$ cat src/acm_pkg.sv
/*
  constants for the amplifier control and modulator register pair.
  assumes a byte-wide register access port decoded by an upstream serial slave.
*/
// Function
// RULE1: control default follows data strap when bus off
// RULE2: modulator default depends on bus mode
// RULE3: control bit0 selects slow or fast mute
// RULE4: control bit1 enables output offset detection
// RULE5: control bit2 enables pass transistor guard
// RULE6: control bit3 enables step-up converter
// RULE7: control bit4 picks left or right slot
// RULE8: control bit6 selects bass or full band
// RULE9: control bit5 picks 96 or 192 kHz
// RULE10: control bit7 enables converter, default off
// RULE11: modulator bit3 syncs modulator to converter
// RULE12: modulator bit4 starts mid reference charge
// RULE13: modulator bits7:6 pick switching frequency
// RULE14: bit5 tristates modulator, bit0 shunt on
// RULE15: modulator bit2 is gain select high
// RULE16: gain select high default from clock strap; code takes it only with the bus on, bus-off default holds bit 2 at 1
package acm_pkg;
  localparam logic [7:0] ACM_AMP_CONTROL_ADDR     = 8'h04;
  localparam logic [7:0] ACM_MODULATOR_SETUP_ADDR = 8'h05;

  localparam int ACM_MUTE_FAST_BIT     = 0;
  localparam int ACM_OFFSET_DETECT_BIT = 1;
  localparam int ACM_PASS_GUARD_BIT    = 2;
  localparam int ACM_STEP_UP_BIT       = 3;
  localparam int ACM_RIGHT_SLOT_BIT    = 4;
  localparam int ACM_RATE_SELECT_BIT   = 5;
  localparam int ACM_BAND_SELECT_BIT   = 6;
  localparam int ACM_CONV_ENABLE_BIT   = 7;

  localparam int ACM_SHUNT_BIT         = 0;
  localparam int ACM_GAIN_HI_BIT       = 2;
  localparam int ACM_SYNC_BIT          = 3;
  localparam int ACM_MID_REF_BIT       = 4;
  localparam int ACM_TRISTATE_BIT      = 5;
  localparam int ACM_FREQ_LSB          = 6;

  // control defaults; bit 2 is replaced by the data strap when the bus is off
  localparam logic [7:0] ACM_CONTROL_DEFAULT     = 8'h0A;
  localparam logic [7:0] ACM_MOD_DEFAULT_BUS_OFF = 8'h64;
  // bus-on default; bit 2 is replaced by the clock strap
  localparam logic [7:0] ACM_MOD_DEFAULT_BUS_ON  = 8'h41;

  typedef enum logic [1:0] {
    ACM_FREQ_55K   = 2'h0,
    ACM_FREQ_110K  = 2'h1,
    ACM_FREQ_220K  = 2'h2,
    ACM_FREQ_110KB = 2'h3
  } acm_freq_e;

  // one-hot encoded switching frequency selects toward the oscillator
  localparam logic [2:0] ACM_OSC_55K  = 3'h1;
  localparam logic [2:0] ACM_OSC_110K = 3'h2;
  localparam logic [2:0] ACM_OSC_220K = 3'h4;
endpackage

$ cat src/acm_regs.sv
/*
  amplifier control and modulator setup registers with decoded control outputs.
  assumes the serial slave presents a one-cycle write strobe with address and data,
  and holds the straps and bus-enable level steady around reset release.
*/
module acm_regs
  import acm_pkg::*;
(
  input  wire logic       sys_clk,
  input  wire logic       rstn,
  input  wire logic       bus_enabled,
  input  wire logic       data_pin_pass_guard_strap,
  input  wire logic       clock_pin_gain_strap,
  input  wire logic       wr_en,
  input  wire logic [7:0] addr,
  input  wire logic [7:0] wr_data,
  output logic      [7:0] rd_data,
  output logic            mute_fast,
  output logic            offset_detect_enable,
  output logic            pass_transistor_guard,
  output logic            step_up_enable,
  output logic            right_slot_select,
  output logic            band_select,
  output logic            full_band_rate_select,
  output logic            converter_enable,
  output logic            modulator_dac_sync,
  output logic            mid_reference_charge,
  output logic            modulator_tristate,
  output logic            shunt_on,
  output logic            gain_select_hi,
  output logic      [2:0] switching_freq_select
);
  logic [7:0] amp_control;
  logic [7:0] modulator_setup;
  logic       loaded;
  logic [7:0] next_amp_control;
  logic [7:0] next_modulator_setup;
  logic       next_loaded;
  logic [7:0] next_rd_data;
  logic [2:0] next_freq;
  logic       next_mute_fast;
  logic       next_offset_detect_enable;
  logic       next_pass_transistor_guard;
  logic       next_step_up_enable;
  logic       next_right_slot_select;
  logic       next_band_select;
  logic       next_full_band_rate_select;
  logic       next_converter_enable;
  logic       next_modulator_dac_sync;
  logic       next_mid_reference_charge;
  logic       next_modulator_tristate;
  logic       next_shunt_on;
  logic       next_gain_select_hi;

  always_comb begin
    next_amp_control     = amp_control;
    next_modulator_setup = modulator_setup;
    next_loaded          = 1'b1;
    if (!loaded) begin
      // RULE1: strap-dependent control default
      next_amp_control = ACM_CONTROL_DEFAULT;
      next_amp_control[ACM_PASS_GUARD_BIT] = bus_enabled ? 1'b0 : data_pin_pass_guard_strap;
      // RULE2: mode-dependent modulator default
      if (bus_enabled) begin
        next_modulator_setup = ACM_MOD_DEFAULT_BUS_ON;
        // RULE16: gain default from clock strap
        next_modulator_setup[ACM_GAIN_HI_BIT] = clock_pin_gain_strap;
      end else begin
        next_modulator_setup = ACM_MOD_DEFAULT_BUS_OFF;
      end
    end else if (wr_en && bus_enabled) begin
      if (addr == ACM_AMP_CONTROL_ADDR) begin
        next_amp_control = wr_data;
      end
      if (addr == ACM_MODULATOR_SETUP_ADDR) begin
        next_modulator_setup = wr_data;
        // RULE15: bit 1 unused, stays zero
        next_modulator_setup[1] = 1'b0;
      end
    end
    if (addr == ACM_AMP_CONTROL_ADDR) begin
      next_rd_data = next_amp_control;
    end else if (addr == ACM_MODULATOR_SETUP_ADDR) begin
      next_rd_data = next_modulator_setup;
    end else begin
      next_rd_data = 8'h00;
    end
  end

  // RULE13: 11 aliases to 110 kHz
  always_comb begin
    unique case (acm_freq_e'(next_modulator_setup[ACM_FREQ_LSB +: 2]))
      ACM_FREQ_55K:   next_freq = ACM_OSC_55K;
      ACM_FREQ_110K:  next_freq = ACM_OSC_110K;
      ACM_FREQ_220K:  next_freq = ACM_OSC_220K;
      ACM_FREQ_110KB: next_freq = ACM_OSC_110K;
    endcase
  end

  // decoded outputs take the next register image so they move on the same edge as the write
  always_comb begin
    // RULE3: mute speed
    next_mute_fast             = next_amp_control[ACM_MUTE_FAST_BIT];
    // RULE4: offset detection
    next_offset_detect_enable  = next_amp_control[ACM_OFFSET_DETECT_BIT];
    // RULE5: pass guard
    next_pass_transistor_guard = next_amp_control[ACM_PASS_GUARD_BIT];
    // RULE6: step-up enable
    next_step_up_enable        = next_amp_control[ACM_STEP_UP_BIT];
    // RULE7: slot select
    next_right_slot_select     = next_amp_control[ACM_RIGHT_SLOT_BIT];
    // RULE8: band select
    next_band_select           = next_amp_control[ACM_BAND_SELECT_BIT];
    // RULE9: rate only meaningful in full band
    next_full_band_rate_select = next_amp_control[ACM_BAND_SELECT_BIT] & next_amp_control[ACM_RATE_SELECT_BIT];
    // RULE10: converter enable
    next_converter_enable      = next_amp_control[ACM_CONV_ENABLE_BIT];
    // RULE11: modulator sync
    next_modulator_dac_sync    = next_modulator_setup[ACM_SYNC_BIT];
    // RULE12: mid reference charge
    next_mid_reference_charge  = next_modulator_setup[ACM_MID_REF_BIT];
    // RULE14: tristate and shunt
    next_modulator_tristate    = next_modulator_setup[ACM_TRISTATE_BIT];
    next_shunt_on              = next_modulator_setup[ACM_SHUNT_BIT];
    // RULE15: gain select high
    next_gain_select_hi        = next_modulator_setup[ACM_GAIN_HI_BIT];
  end

  // defaults load on the first edge after release so straps are sampled, not reset into flops
  always_ff @(posedge sys_clk or negedge rstn) begin
    if (!rstn) begin
      amp_control           <= 8'h00;
      modulator_setup       <= 8'h00;
      loaded                <= 1'b0;
      rd_data               <= 8'h00;
      mute_fast             <= 1'b0;
      offset_detect_enable  <= 1'b0;
      pass_transistor_guard <= 1'b0;
      step_up_enable        <= 1'b0;
      right_slot_select     <= 1'b0;
      band_select           <= 1'b0;
      full_band_rate_select <= 1'b0;
      converter_enable      <= 1'b0;
      modulator_dac_sync    <= 1'b0;
      mid_reference_charge  <= 1'b0;
      modulator_tristate    <= 1'b0;
      shunt_on              <= 1'b0;
      gain_select_hi        <= 1'b0;
      switching_freq_select <= ACM_OSC_55K;
    end else begin
      amp_control           <= next_amp_control;
      modulator_setup       <= next_modulator_setup;
      loaded                <= next_loaded;
      rd_data               <= next_rd_data;
      mute_fast             <= next_mute_fast;
      offset_detect_enable  <= next_offset_detect_enable;
      pass_transistor_guard <= next_pass_transistor_guard;
      step_up_enable        <= next_step_up_enable;
      right_slot_select     <= next_right_slot_select;
      band_select           <= next_band_select;
      full_band_rate_select <= next_full_band_rate_select;
      converter_enable      <= next_converter_enable;
      modulator_dac_sync    <= next_modulator_dac_sync;
      mid_reference_charge  <= next_mid_reference_charge;
      modulator_tristate    <= next_modulator_tristate;
      shunt_on              <= next_shunt_on;
      gain_select_hi        <= next_gain_select_hi;
      switching_freq_select <= next_freq;
    end
  end

  // sampled rstn keeps the release edge, where the flops still sit in reset, out of the default checks
  // RULE1: bus-off control default tracks strap
  a_ctrl_default_strap: assert property (@(posedge sys_clk) disable iff (!rstn) // RULE1
    rstn && !loaded && !bus_enabled |=>
    amp_control == (ACM_CONTROL_DEFAULT | {5'h00, $past(data_pin_pass_guard_strap), 2'h0}))
    else $error("control default wrong with bus off");
  // RULE1: bus-on control default ignores strap
  a_ctrl_default_on: assert property (@(posedge sys_clk) disable iff (!rstn) // RULE1
    rstn && !loaded && bus_enabled |=>
    amp_control == ACM_CONTROL_DEFAULT && !pass_transistor_guard)
    else $error("control default wrong with bus on");
  // RULE2: modulator bus-off default
  a_mod_default_off: assert property (@(posedge sys_clk) disable iff (!rstn) // RULE2
    rstn && !loaded && !bus_enabled |=>
    modulator_setup == ACM_MOD_DEFAULT_BUS_OFF)
    else $error("modulator default wrong with bus off");
  // RULE2: modulator bus-on default
  a_mod_default_on: assert property (@(posedge sys_clk) disable iff (!rstn) // RULE2
    rstn && !loaded && bus_enabled |=>
    modulator_setup == (ACM_MOD_DEFAULT_BUS_ON | {5'h00, $past(clock_pin_gain_strap), 2'h0}))
    else $error("modulator default wrong with bus on");
  // RULE16: gain default from clock strap
  a_gain_default_strap: assert property (@(posedge sys_clk) disable iff (!rstn) // RULE16
    rstn && !loaded && bus_enabled |=>
    gain_select_hi == $past(clock_pin_gain_strap) && modulator_setup[ACM_SHUNT_BIT])
    else $error("gain default not from strap");
  // RULE3: mute output follows written bit
  a_mute_write: assert property (@(posedge sys_clk) disable iff (!rstn) // RULE3
    loaded && wr_en && bus_enabled && addr == ACM_AMP_CONTROL_ADDR |=>
    mute_fast == $past(wr_data[ACM_MUTE_FAST_BIT]) && amp_control == $past(wr_data))
    else $error("mute speed not written");
  // RULE3: slow mute after power-up
  a_mute_default_slow: assert property (@(posedge sys_clk) disable iff (!rstn) // RULE3
    rstn && !loaded |=>
    !mute_fast)
    else $error("mute speed default not slow");
  // RULE4: offset detect written
  a_offset_write: assert property (@(posedge sys_clk) disable iff (!rstn) // RULE4
    loaded && wr_en && bus_enabled && addr == ACM_AMP_CONTROL_ADDR |=>
    offset_detect_enable == $past(wr_data[ACM_OFFSET_DETECT_BIT]))
    else $error("offset detect not written");
  // RULE5: pass guard written
  a_pass_guard_write: assert property (@(posedge sys_clk) disable iff (!rstn) // RULE5
    loaded && wr_en && bus_enabled && addr == ACM_AMP_CONTROL_ADDR |=>
    pass_transistor_guard == $past(wr_data[ACM_PASS_GUARD_BIT]))
    else $error("pass guard not written");
  // RULE6: step-up written
  a_step_up_write: assert property (@(posedge sys_clk) disable iff (!rstn) // RULE6
    loaded && wr_en && bus_enabled && addr == ACM_AMP_CONTROL_ADDR |=>
    step_up_enable == $past(wr_data[ACM_STEP_UP_BIT]))
    else $error("step-up enable not written");
  // RULE7: slot select written
  a_slot_write: assert property (@(posedge sys_clk) disable iff (!rstn) // RULE7
    loaded && wr_en && bus_enabled && addr == ACM_AMP_CONTROL_ADDR |=>
    right_slot_select == $past(wr_data[ACM_RIGHT_SLOT_BIT]))
    else $error("slot select not written");
  // RULE8: band select written
  a_band_write: assert property (@(posedge sys_clk) disable iff (!rstn) // RULE8
    loaded && wr_en && bus_enabled && addr == ACM_AMP_CONTROL_ADDR |=>
    band_select == $past(wr_data[ACM_BAND_SELECT_BIT]))
    else $error("band select not written");
  // RULE9: rate follows write in full band
  a_rate_write: assert property (@(posedge sys_clk) disable iff (!rstn) // RULE9
    loaded && wr_en && bus_enabled && addr == ACM_AMP_CONTROL_ADDR |=>
    full_band_rate_select == ($past(wr_data[ACM_BAND_SELECT_BIT]) && $past(wr_data[ACM_RATE_SELECT_BIT])))
    else $error("rate select not written");
  // RULE9: rate select masked in bass band
  a_rate_masked: assert property (@(posedge sys_clk) disable iff (!rstn) // RULE9
    full_band_rate_select |->
    band_select && amp_control[ACM_RATE_SELECT_BIT])
    else $error("rate select active in bass band");
  // RULE10: converter off after default load
  a_conv_default_off: assert property (@(posedge sys_clk) disable iff (!rstn) // RULE10
    rstn && !loaded |=>
    !converter_enable && step_up_enable && offset_detect_enable)
    else $error("control default enables wrong");
  // RULE10: converter enable written
  a_conv_write: assert property (@(posedge sys_clk) disable iff (!rstn) // RULE10
    loaded && wr_en && bus_enabled && addr == ACM_AMP_CONTROL_ADDR |=>
    converter_enable == $past(wr_data[ACM_CONV_ENABLE_BIT]))
    else $error("converter enable not written");
  // RULE11: sync bit written
  a_sync_write: assert property (@(posedge sys_clk) disable iff (!rstn) // RULE11
    loaded && wr_en && bus_enabled && addr == ACM_MODULATOR_SETUP_ADDR |=>
    modulator_dac_sync == $past(wr_data[ACM_SYNC_BIT]))
    else $error("sync bit not written");
  // RULE11: sync and reference off by default
  a_sync_default_off: assert property (@(posedge sys_clk) disable iff (!rstn) // RULE11
    rstn && !loaded |=>
    !modulator_dac_sync && !mid_reference_charge)
    else $error("sync or reference default on");
  // RULE12: mid reference follows register
  a_mid_ref: assert property (@(posedge sys_clk) disable iff (!rstn) // RULE12
    loaded |->
    mid_reference_charge == modulator_setup[ACM_MID_REF_BIT] && modulator_dac_sync == modulator_setup[ACM_SYNC_BIT])
    else $error("sync or reference bit mismatch");
  // RULE12: mid reference written
  a_mid_ref_write: assert property (@(posedge sys_clk) disable iff (!rstn) // RULE12
    loaded && wr_en && bus_enabled && addr == ACM_MODULATOR_SETUP_ADDR |=>
    mid_reference_charge == $past(wr_data[ACM_MID_REF_BIT]))
    else $error("reference charge not written");
  // RULE13: frequency decode of alias code
  a_freq_decode: assert property (@(posedge sys_clk) disable iff (!rstn) // RULE13
    loaded && modulator_setup[ACM_FREQ_LSB +: 2] == 2'h3 |->
    switching_freq_select == ACM_OSC_110K)
    else $error("alias code not middle frequency");
  // RULE13: lowest frequency code
  a_freq_low: assert property (@(posedge sys_clk) disable iff (!rstn) // RULE13
    loaded && wr_en && bus_enabled && addr == ACM_MODULATOR_SETUP_ADDR && wr_data[ACM_FREQ_LSB +: 2] == 2'h0 |=>
    switching_freq_select == ACM_OSC_55K)
    else $error("low frequency code wrong");
  // RULE13: highest frequency code
  a_freq_high: assert property (@(posedge sys_clk) disable iff (!rstn) // RULE13
    loaded && wr_en && bus_enabled && addr == ACM_MODULATOR_SETUP_ADDR && wr_data[ACM_FREQ_LSB +: 2] == 2'h2 |=>
    switching_freq_select == ACM_OSC_220K)
    else $error("high frequency code wrong");
  // RULE13: middle frequency after power-up
  a_freq_default: assert property (@(posedge sys_clk) disable iff (!rstn) // RULE13
    rstn && !loaded |=>
    switching_freq_select == ACM_OSC_110K)
    else $error("frequency default wrong");
  // RULE14: tristate and shunt track register
  a_tristate_shunt: assert property (@(posedge sys_clk) disable iff (!rstn) // RULE14
    loaded && wr_en && bus_enabled && addr == ACM_MODULATOR_SETUP_ADDR |=>
    modulator_tristate == $past(wr_data[ACM_TRISTATE_BIT]) && shunt_on == $past(wr_data[ACM_SHUNT_BIT]))
    else $error("modulator bits not written");
  // RULE14: bus-off default tristates modulator
  a_tristate_default: assert property (@(posedge sys_clk) disable iff (!rstn) // RULE14
    rstn && !loaded && !bus_enabled |=>
    modulator_tristate && !shunt_on)
    else $error("tristate default wrong with bus off");
  // RULE15: gain select written
  a_gain_write: assert property (@(posedge sys_clk) disable iff (!rstn) // RULE15
    loaded && wr_en && bus_enabled && addr == ACM_MODULATOR_SETUP_ADDR |=>
    gain_select_hi == $past(wr_data[ACM_GAIN_HI_BIT]))
    else $error("gain select not written");
  // RULE15: unused modulator bit stays clear
  a_unused_bit: assert property (@(posedge sys_clk) disable iff (!rstn) // RULE15
    loaded |->
    !modulator_setup[1])
    else $error("unused modulator bit set");
  // RULE15: modulator read back
  a_rd_mod: assert property (@(posedge sys_clk) disable iff (!rstn) // RULE15
    loaded && addr == ACM_MODULATOR_SETUP_ADDR |=>
    rd_data == modulator_setup)
    else $error("modulator read data wrong");
endmodule

$ cat config.mk
export PLATFORM = sky130hd
export DESIGN_NAME = acm_regs
export DESIGN_NICKNAME = d
export VERILOG_FILES = /design/src/acm_pkg.sv /design/src/acm_regs.sv
export SDC_FILE = /design/constraint.sdc
export NUM_CORES = 1
export LEC_CHECK = 0
export ABC_AREA = 1
export BUFFER_PORTS_ARGS = -buffer_cell sky130_fd_sc_hd__buf_2
export CAP_MARGIN = 20
export CORE_ASPECT_RATIO = 1.25
export CORE_MARGIN = 3
export CORE_UTILIZATION = 45
export CTS_CLUSTER_DIAMETER = 30
export DETAILED_ROUTE_END_ITERATION = 8
export PLACE_DENSITY_LB_ADDON = 0.08
export SLEW_MARGIN = 20
export SYNTH_ARGS = -nofsm -noshare
export SYNTH_HDL_FRONTEND = slang
export SYNTH_SLANG_ARGS = --single-unit
$ cat constraint.sdc
create_clock -name sys_clk -period 1 [get_ports sys_clk]
set_input_delay 0.05 -clock sys_clk [delete_from_list [all_inputs] [get_ports sys_clk]]
set_output_delay 0.05 -clock sys_clk [all_outputs]
set_load 0.01 [all_outputs]
* After elaboration in Yosys (flattened, before gate mapping)
Index checks and enable logic that the tools add are counted.
** Storage, ports and cells
- Bits in registers :: 41
- Input bits :: 22
- Logic and storage cells :: 38
** Cells by class
- Equality and inequality tests :: 5
- Mux-type cells :: 11
- Bitwise gates (word level) :: 1
- Reduce and logical (&&, ||, !) cells :: 3
** Operator list (count)
- 8-bit 2-to-1 mux :: 8
- 8-bit by 3-bit equality test with 1-bit output (second input constant) :: 2
- 3-bit one-hot mux with 3 select lines :: 1
- 6-bit 2-to-1 mux :: 1
- 2-bit equality test (second input constant) :: 2
- 2-bit by 1-bit equality test with 1-bit output (second input constant) :: 1
- 2-bit zero test :: 1
- 2-bit OR reduction :: 1
- 1-bit bitwise AND :: 1
- 1-bit logical AND :: 1
- 1-bit 2-to-1 mux :: 1

* Logic depth before layout (Yosys ltp)
- Word-level depth :: 7
- Gate-level depth with buffers :: 10
- Depth with buffers taken out :: 10

* Worst setup path before layout
OpenSTA, ideal clock, no wires.
- Kind :: register -> register
- From :: register loaded
- To :: register rd_data[2]
- Setup time :: 0.117 ns
- Arrival :: 0.922 ns
- Data required time :: 0.883 ns
- Slack :: -0.039 ns
- Cell stages (with the launch flop) :: 6
- Buffers on the path :: 0
- Clock period less this slack :: 1.039 ns
- Cell sequence :: dfrtp_1 inv_1 nand2_1 or2_2 nand3_1 nand2_1
** On the way
- Word-level cells in the longest chain between the ends :: 3
- Elaborated cells between the ends (all ways) :: 4
- Classes of those cells :: mux (4)
** RTL lines
- start, declared :: RTL line acm_regs.sv:35 : logic loaded;
- start signal, assigned :: RTL line acm_regs.sv:153 : loaded <= next_loaded;
- 8-bit 2-to-1 mux :: RTL line acm_regs.sv:59 : if (!loaded) begin
- 8-bit 2-to-1 mux :: RTL line acm_regs.sv:83 : end else if (addr == ACM_MODULATOR_SETUP_ADDR) begin
- 8-bit 2-to-1 mux (*) :: RTL line acm_regs.sv:81 : if (addr == ACM_AMP_CONTROL_ADDR) begin
- via next_rd_data[2] :: RTL line acm_regs.sv:39 : logic [7:0] next_rd_data;
- end signal, assigned :: RTL line acm_regs.sv:154 : rd_data <= next_rd_data;
- end, declared :: RTL line acm_regs.sv:17 : output logic [7:0] rd_data,
The timed path passes the listed nets; every way through them passes the cells marked *.

* Worst setup path in the final report
Same ends and word-level chain as after synthesis.

==> impl_metrics.tcl <==
set metrics [dict create \
    rsz0062_at_grt "true" \
    wl_met2_um 1710 \
    period_share_pct 98.8 \
    overflow 0 \
    grt_max_degree 15 \
    antenna-diode-count 0 \
    nets 249 \
    status "complete, no violations" \
    p_int_w 0.00164 \
    worst_hold_slack_ps 33.0 \
    post_cts_buffers 0 \
    post-route-drc-count 0 \
    r2r_end "rd_data[2]" \
    syn_inst 159 \
    drv_slew 0 \
    syn_nets 181 \
    async_reset_ff_share_pct 100 \
    grt_pass1_wl_um 5900 \
    cp_max_fo 3 \
    drive_gt1_share_pct 47.8 \
    cp.arrival_ps 1180 \
    synth.distinct_cells 27 \
    yosysSeqAreaShare_pct 50.0 \
    synth_warnings 0 \
    synthFlopType "dfrtp_1" \
    ant_nets 0 \
    worstHoldStart "wr_data[3]" \
    wl_met3_um 180 \
    synth_top_area_cell "dfrtp_1" \
    antenna_found_initial 0 \
    ios 46 \
    syn_area_per_cell_um2 9.14 \
    min_period_ps 988 \
    end_kind "flop" \
    area_delta_synth_final_pct 33.9 \
    worstSetupPathType "reg -> reg" \
    dieArea_um2 3950 \
    drt_iter0_drc 28 \
    final_cell_area_um2 1950 \
    clockRootBuffer "clkbuf_4" \
    power_density_nw_per_um2 1110 \
    fin_util_pct 64.3 \
    place_area_um2 1840 \
    hpwl_um 2520 \
    fmax_ghz 1.01 \
    yosysTopAreaCellShare_pct 48.2 \
    numPortBuffers 45 \
    vias 1282 \
    p_sw_w 0.000524 \
    wl_um 3250 \
    cts_made_buffers 5 \
    synth.most_common_cell "nand2_1" \
    cts_tree "done" \
    syn_area_um2 1450 \
    combPwrFrac_pct 11.4 \
    clkLatencyLatePin_ps 310 \
    leakagePower_nw 1.13 \
    synth_edf_count 0 \
    min_to "amp_control[3]" \
    grt_pass1_vias 1376 \
    hold_viol 0 \
    hold_path_class "in -> reg" \
    clkPwrFrac_pct 33.2 \
    finalSetupViolCount 0 \
    initial_utilization_pct 48.0 \
    rows 22 \
    startpoint_type "flop" \
    r2r_cells 5 \
    reg2reg_from "loaded" \
    core_um2 3030 \
    h-tree-depth 2 \
    drt-met1-wl_um 1330 \
    final.setup.worst_slack_ps 11.9 \
    cap_violations 0 \
    ys_ff_latch 29 \
    top_layer "met4" \
    cts_num_sinks 29 \
    viasPerCell 4.86 \
    dpl_worst_slack_ps -173 \
    swShare_pct 24.2 \
    die-width_um 56.8 \
    seq_power_share_pct 55.4 \
    reg2reg_slack_ps 10 \
    crit_required_ps 1200 \
    clkTransAtPathRegs_ps 80 \
    chipHeight_um 69.5 \
    synth_common_cells "30 x nand2_1, 28 x dfrtp_1, 23 x inv_1, 18 x nand3_1, 10 x nand3_2" \
    clockBufferDepth 2 \
    hold_path_depth 3 \
    peakVddDrop_mv 0.959 \
    finalClockSkew_ps 10.6 \
    synthTopCellsByArea "dfrtp_1 48%, nand2_1 7.8%, nand3_2 6.9%" \
    gp_congestion 0.833 \
    wl_per_cell_um 12.3 \
    firstDrtPassIters 4 \
    gr-usage-all-layers_pct 18.9 \
]
## power groups by stage
| stage | Clock [W] | Combinational (W) | Sequential [W] |
|---|---|---|---|
| finish | 0.000719 | 0.000247 | 0.00120 |
| global placement | 0 | 0.000236 | 0.00122 |
| global route | 0.000834 | 0.000277 | 0.00120 |
| CTS | 0.000760 | 0.000251 | 0.00120 |
| floorplan | 0 | 0.000102 | 0.00123 |
| detailed placement | 0 | 0.000242 | 0.00122 |
## layout make-up
type / count / area [um^2]
Tap cell: 36 / 45.0
Clock buffer: 8 / 58.8
Fill cell: 277 / 1080
Sequential cell: 29 / 727
Timing Repair Buffer: 67 / 430
Inverter: 28 / 105
Multi-Input combinational cell: 96 / 579
## worst max-delay path, stage by stage, from the launching register on
cell,delay (ps)
dfrtp_1,410
inv_2,70
nand2_2,50
or2_4,230
nand3_2,70
nand2_2,50
## kinds of logic after synthesis
kind of cell | synth area share [%]
DFF | 50.0
AOI/OAI and AO/OA | 2.93
buffers and inverters | 11.3
and+or+nand+nor | 35.5
other | 0.258
## layer usage
metal / track usage (%) / up-vias
met5: 0 / -
met4: 7.22 / 0
met3: 5.03 / 5
met2: 32.3 / 39
met1: 22.4 / 603
li1: - / 635
## registers in the layout, indices dropped and copies added, names as in the netlist
name                   count
amp_control                8
modulator_setup            8
rd_data                    8
switching_freq_select      3
full_band_rate_select      1
loaded                     1
## how the worst max path moves through the flow
stage                  from                 end  slack, ps  depth (start not counted)
floorplan            loaded          rd_data[5]         20                          4
global placement    addr[7]          rd_data[5]       -120                         10
detailed placement  addr[7]          rd_data[4]       -170                         10
CTS                  loaded  modulator_setup[2]         -6                          5
global route         loaded          rd_data[2]        -40                          5
finish               loaded          rd_data[2]         10                          5
## stage by stage
stage          power [W]  TNS [ps]  cells
2_1_floorplan    0.00133         0    159
3_3_place_gp     0.00146     -1530    254
3_5_place_dp     0.00146     -2060    254
4_1_cts          0.00221     -7.35    264
5_1_grt          0.00231      -166    264
6_report         0.00217         0    264
## cell usage in the layout, fill, tap and decap left out, types with 3 or more instances in the layout
cell	n
clkbuf_4	5
nand2_2	7
and3_1	3
inv_2	6
dfrtp_1	28
nand3_2	12
nand2_1	28
nand2_4	3
buf_4	17
nand3_1	16
nand3b_1	3
nand4_1	3
nor2_2	4
nor2_1	5
inv_1	22
buf_2	44
## what timing repair did
item,in CTS,in global routing
endpoints found under the setup margin,5,6
hold buffers,2,0
pin swaps,4,1
endpoints found under the hold margin,29,0
resized for setup,5,1
Note: power is estimated with default switching activity, not from simulation.
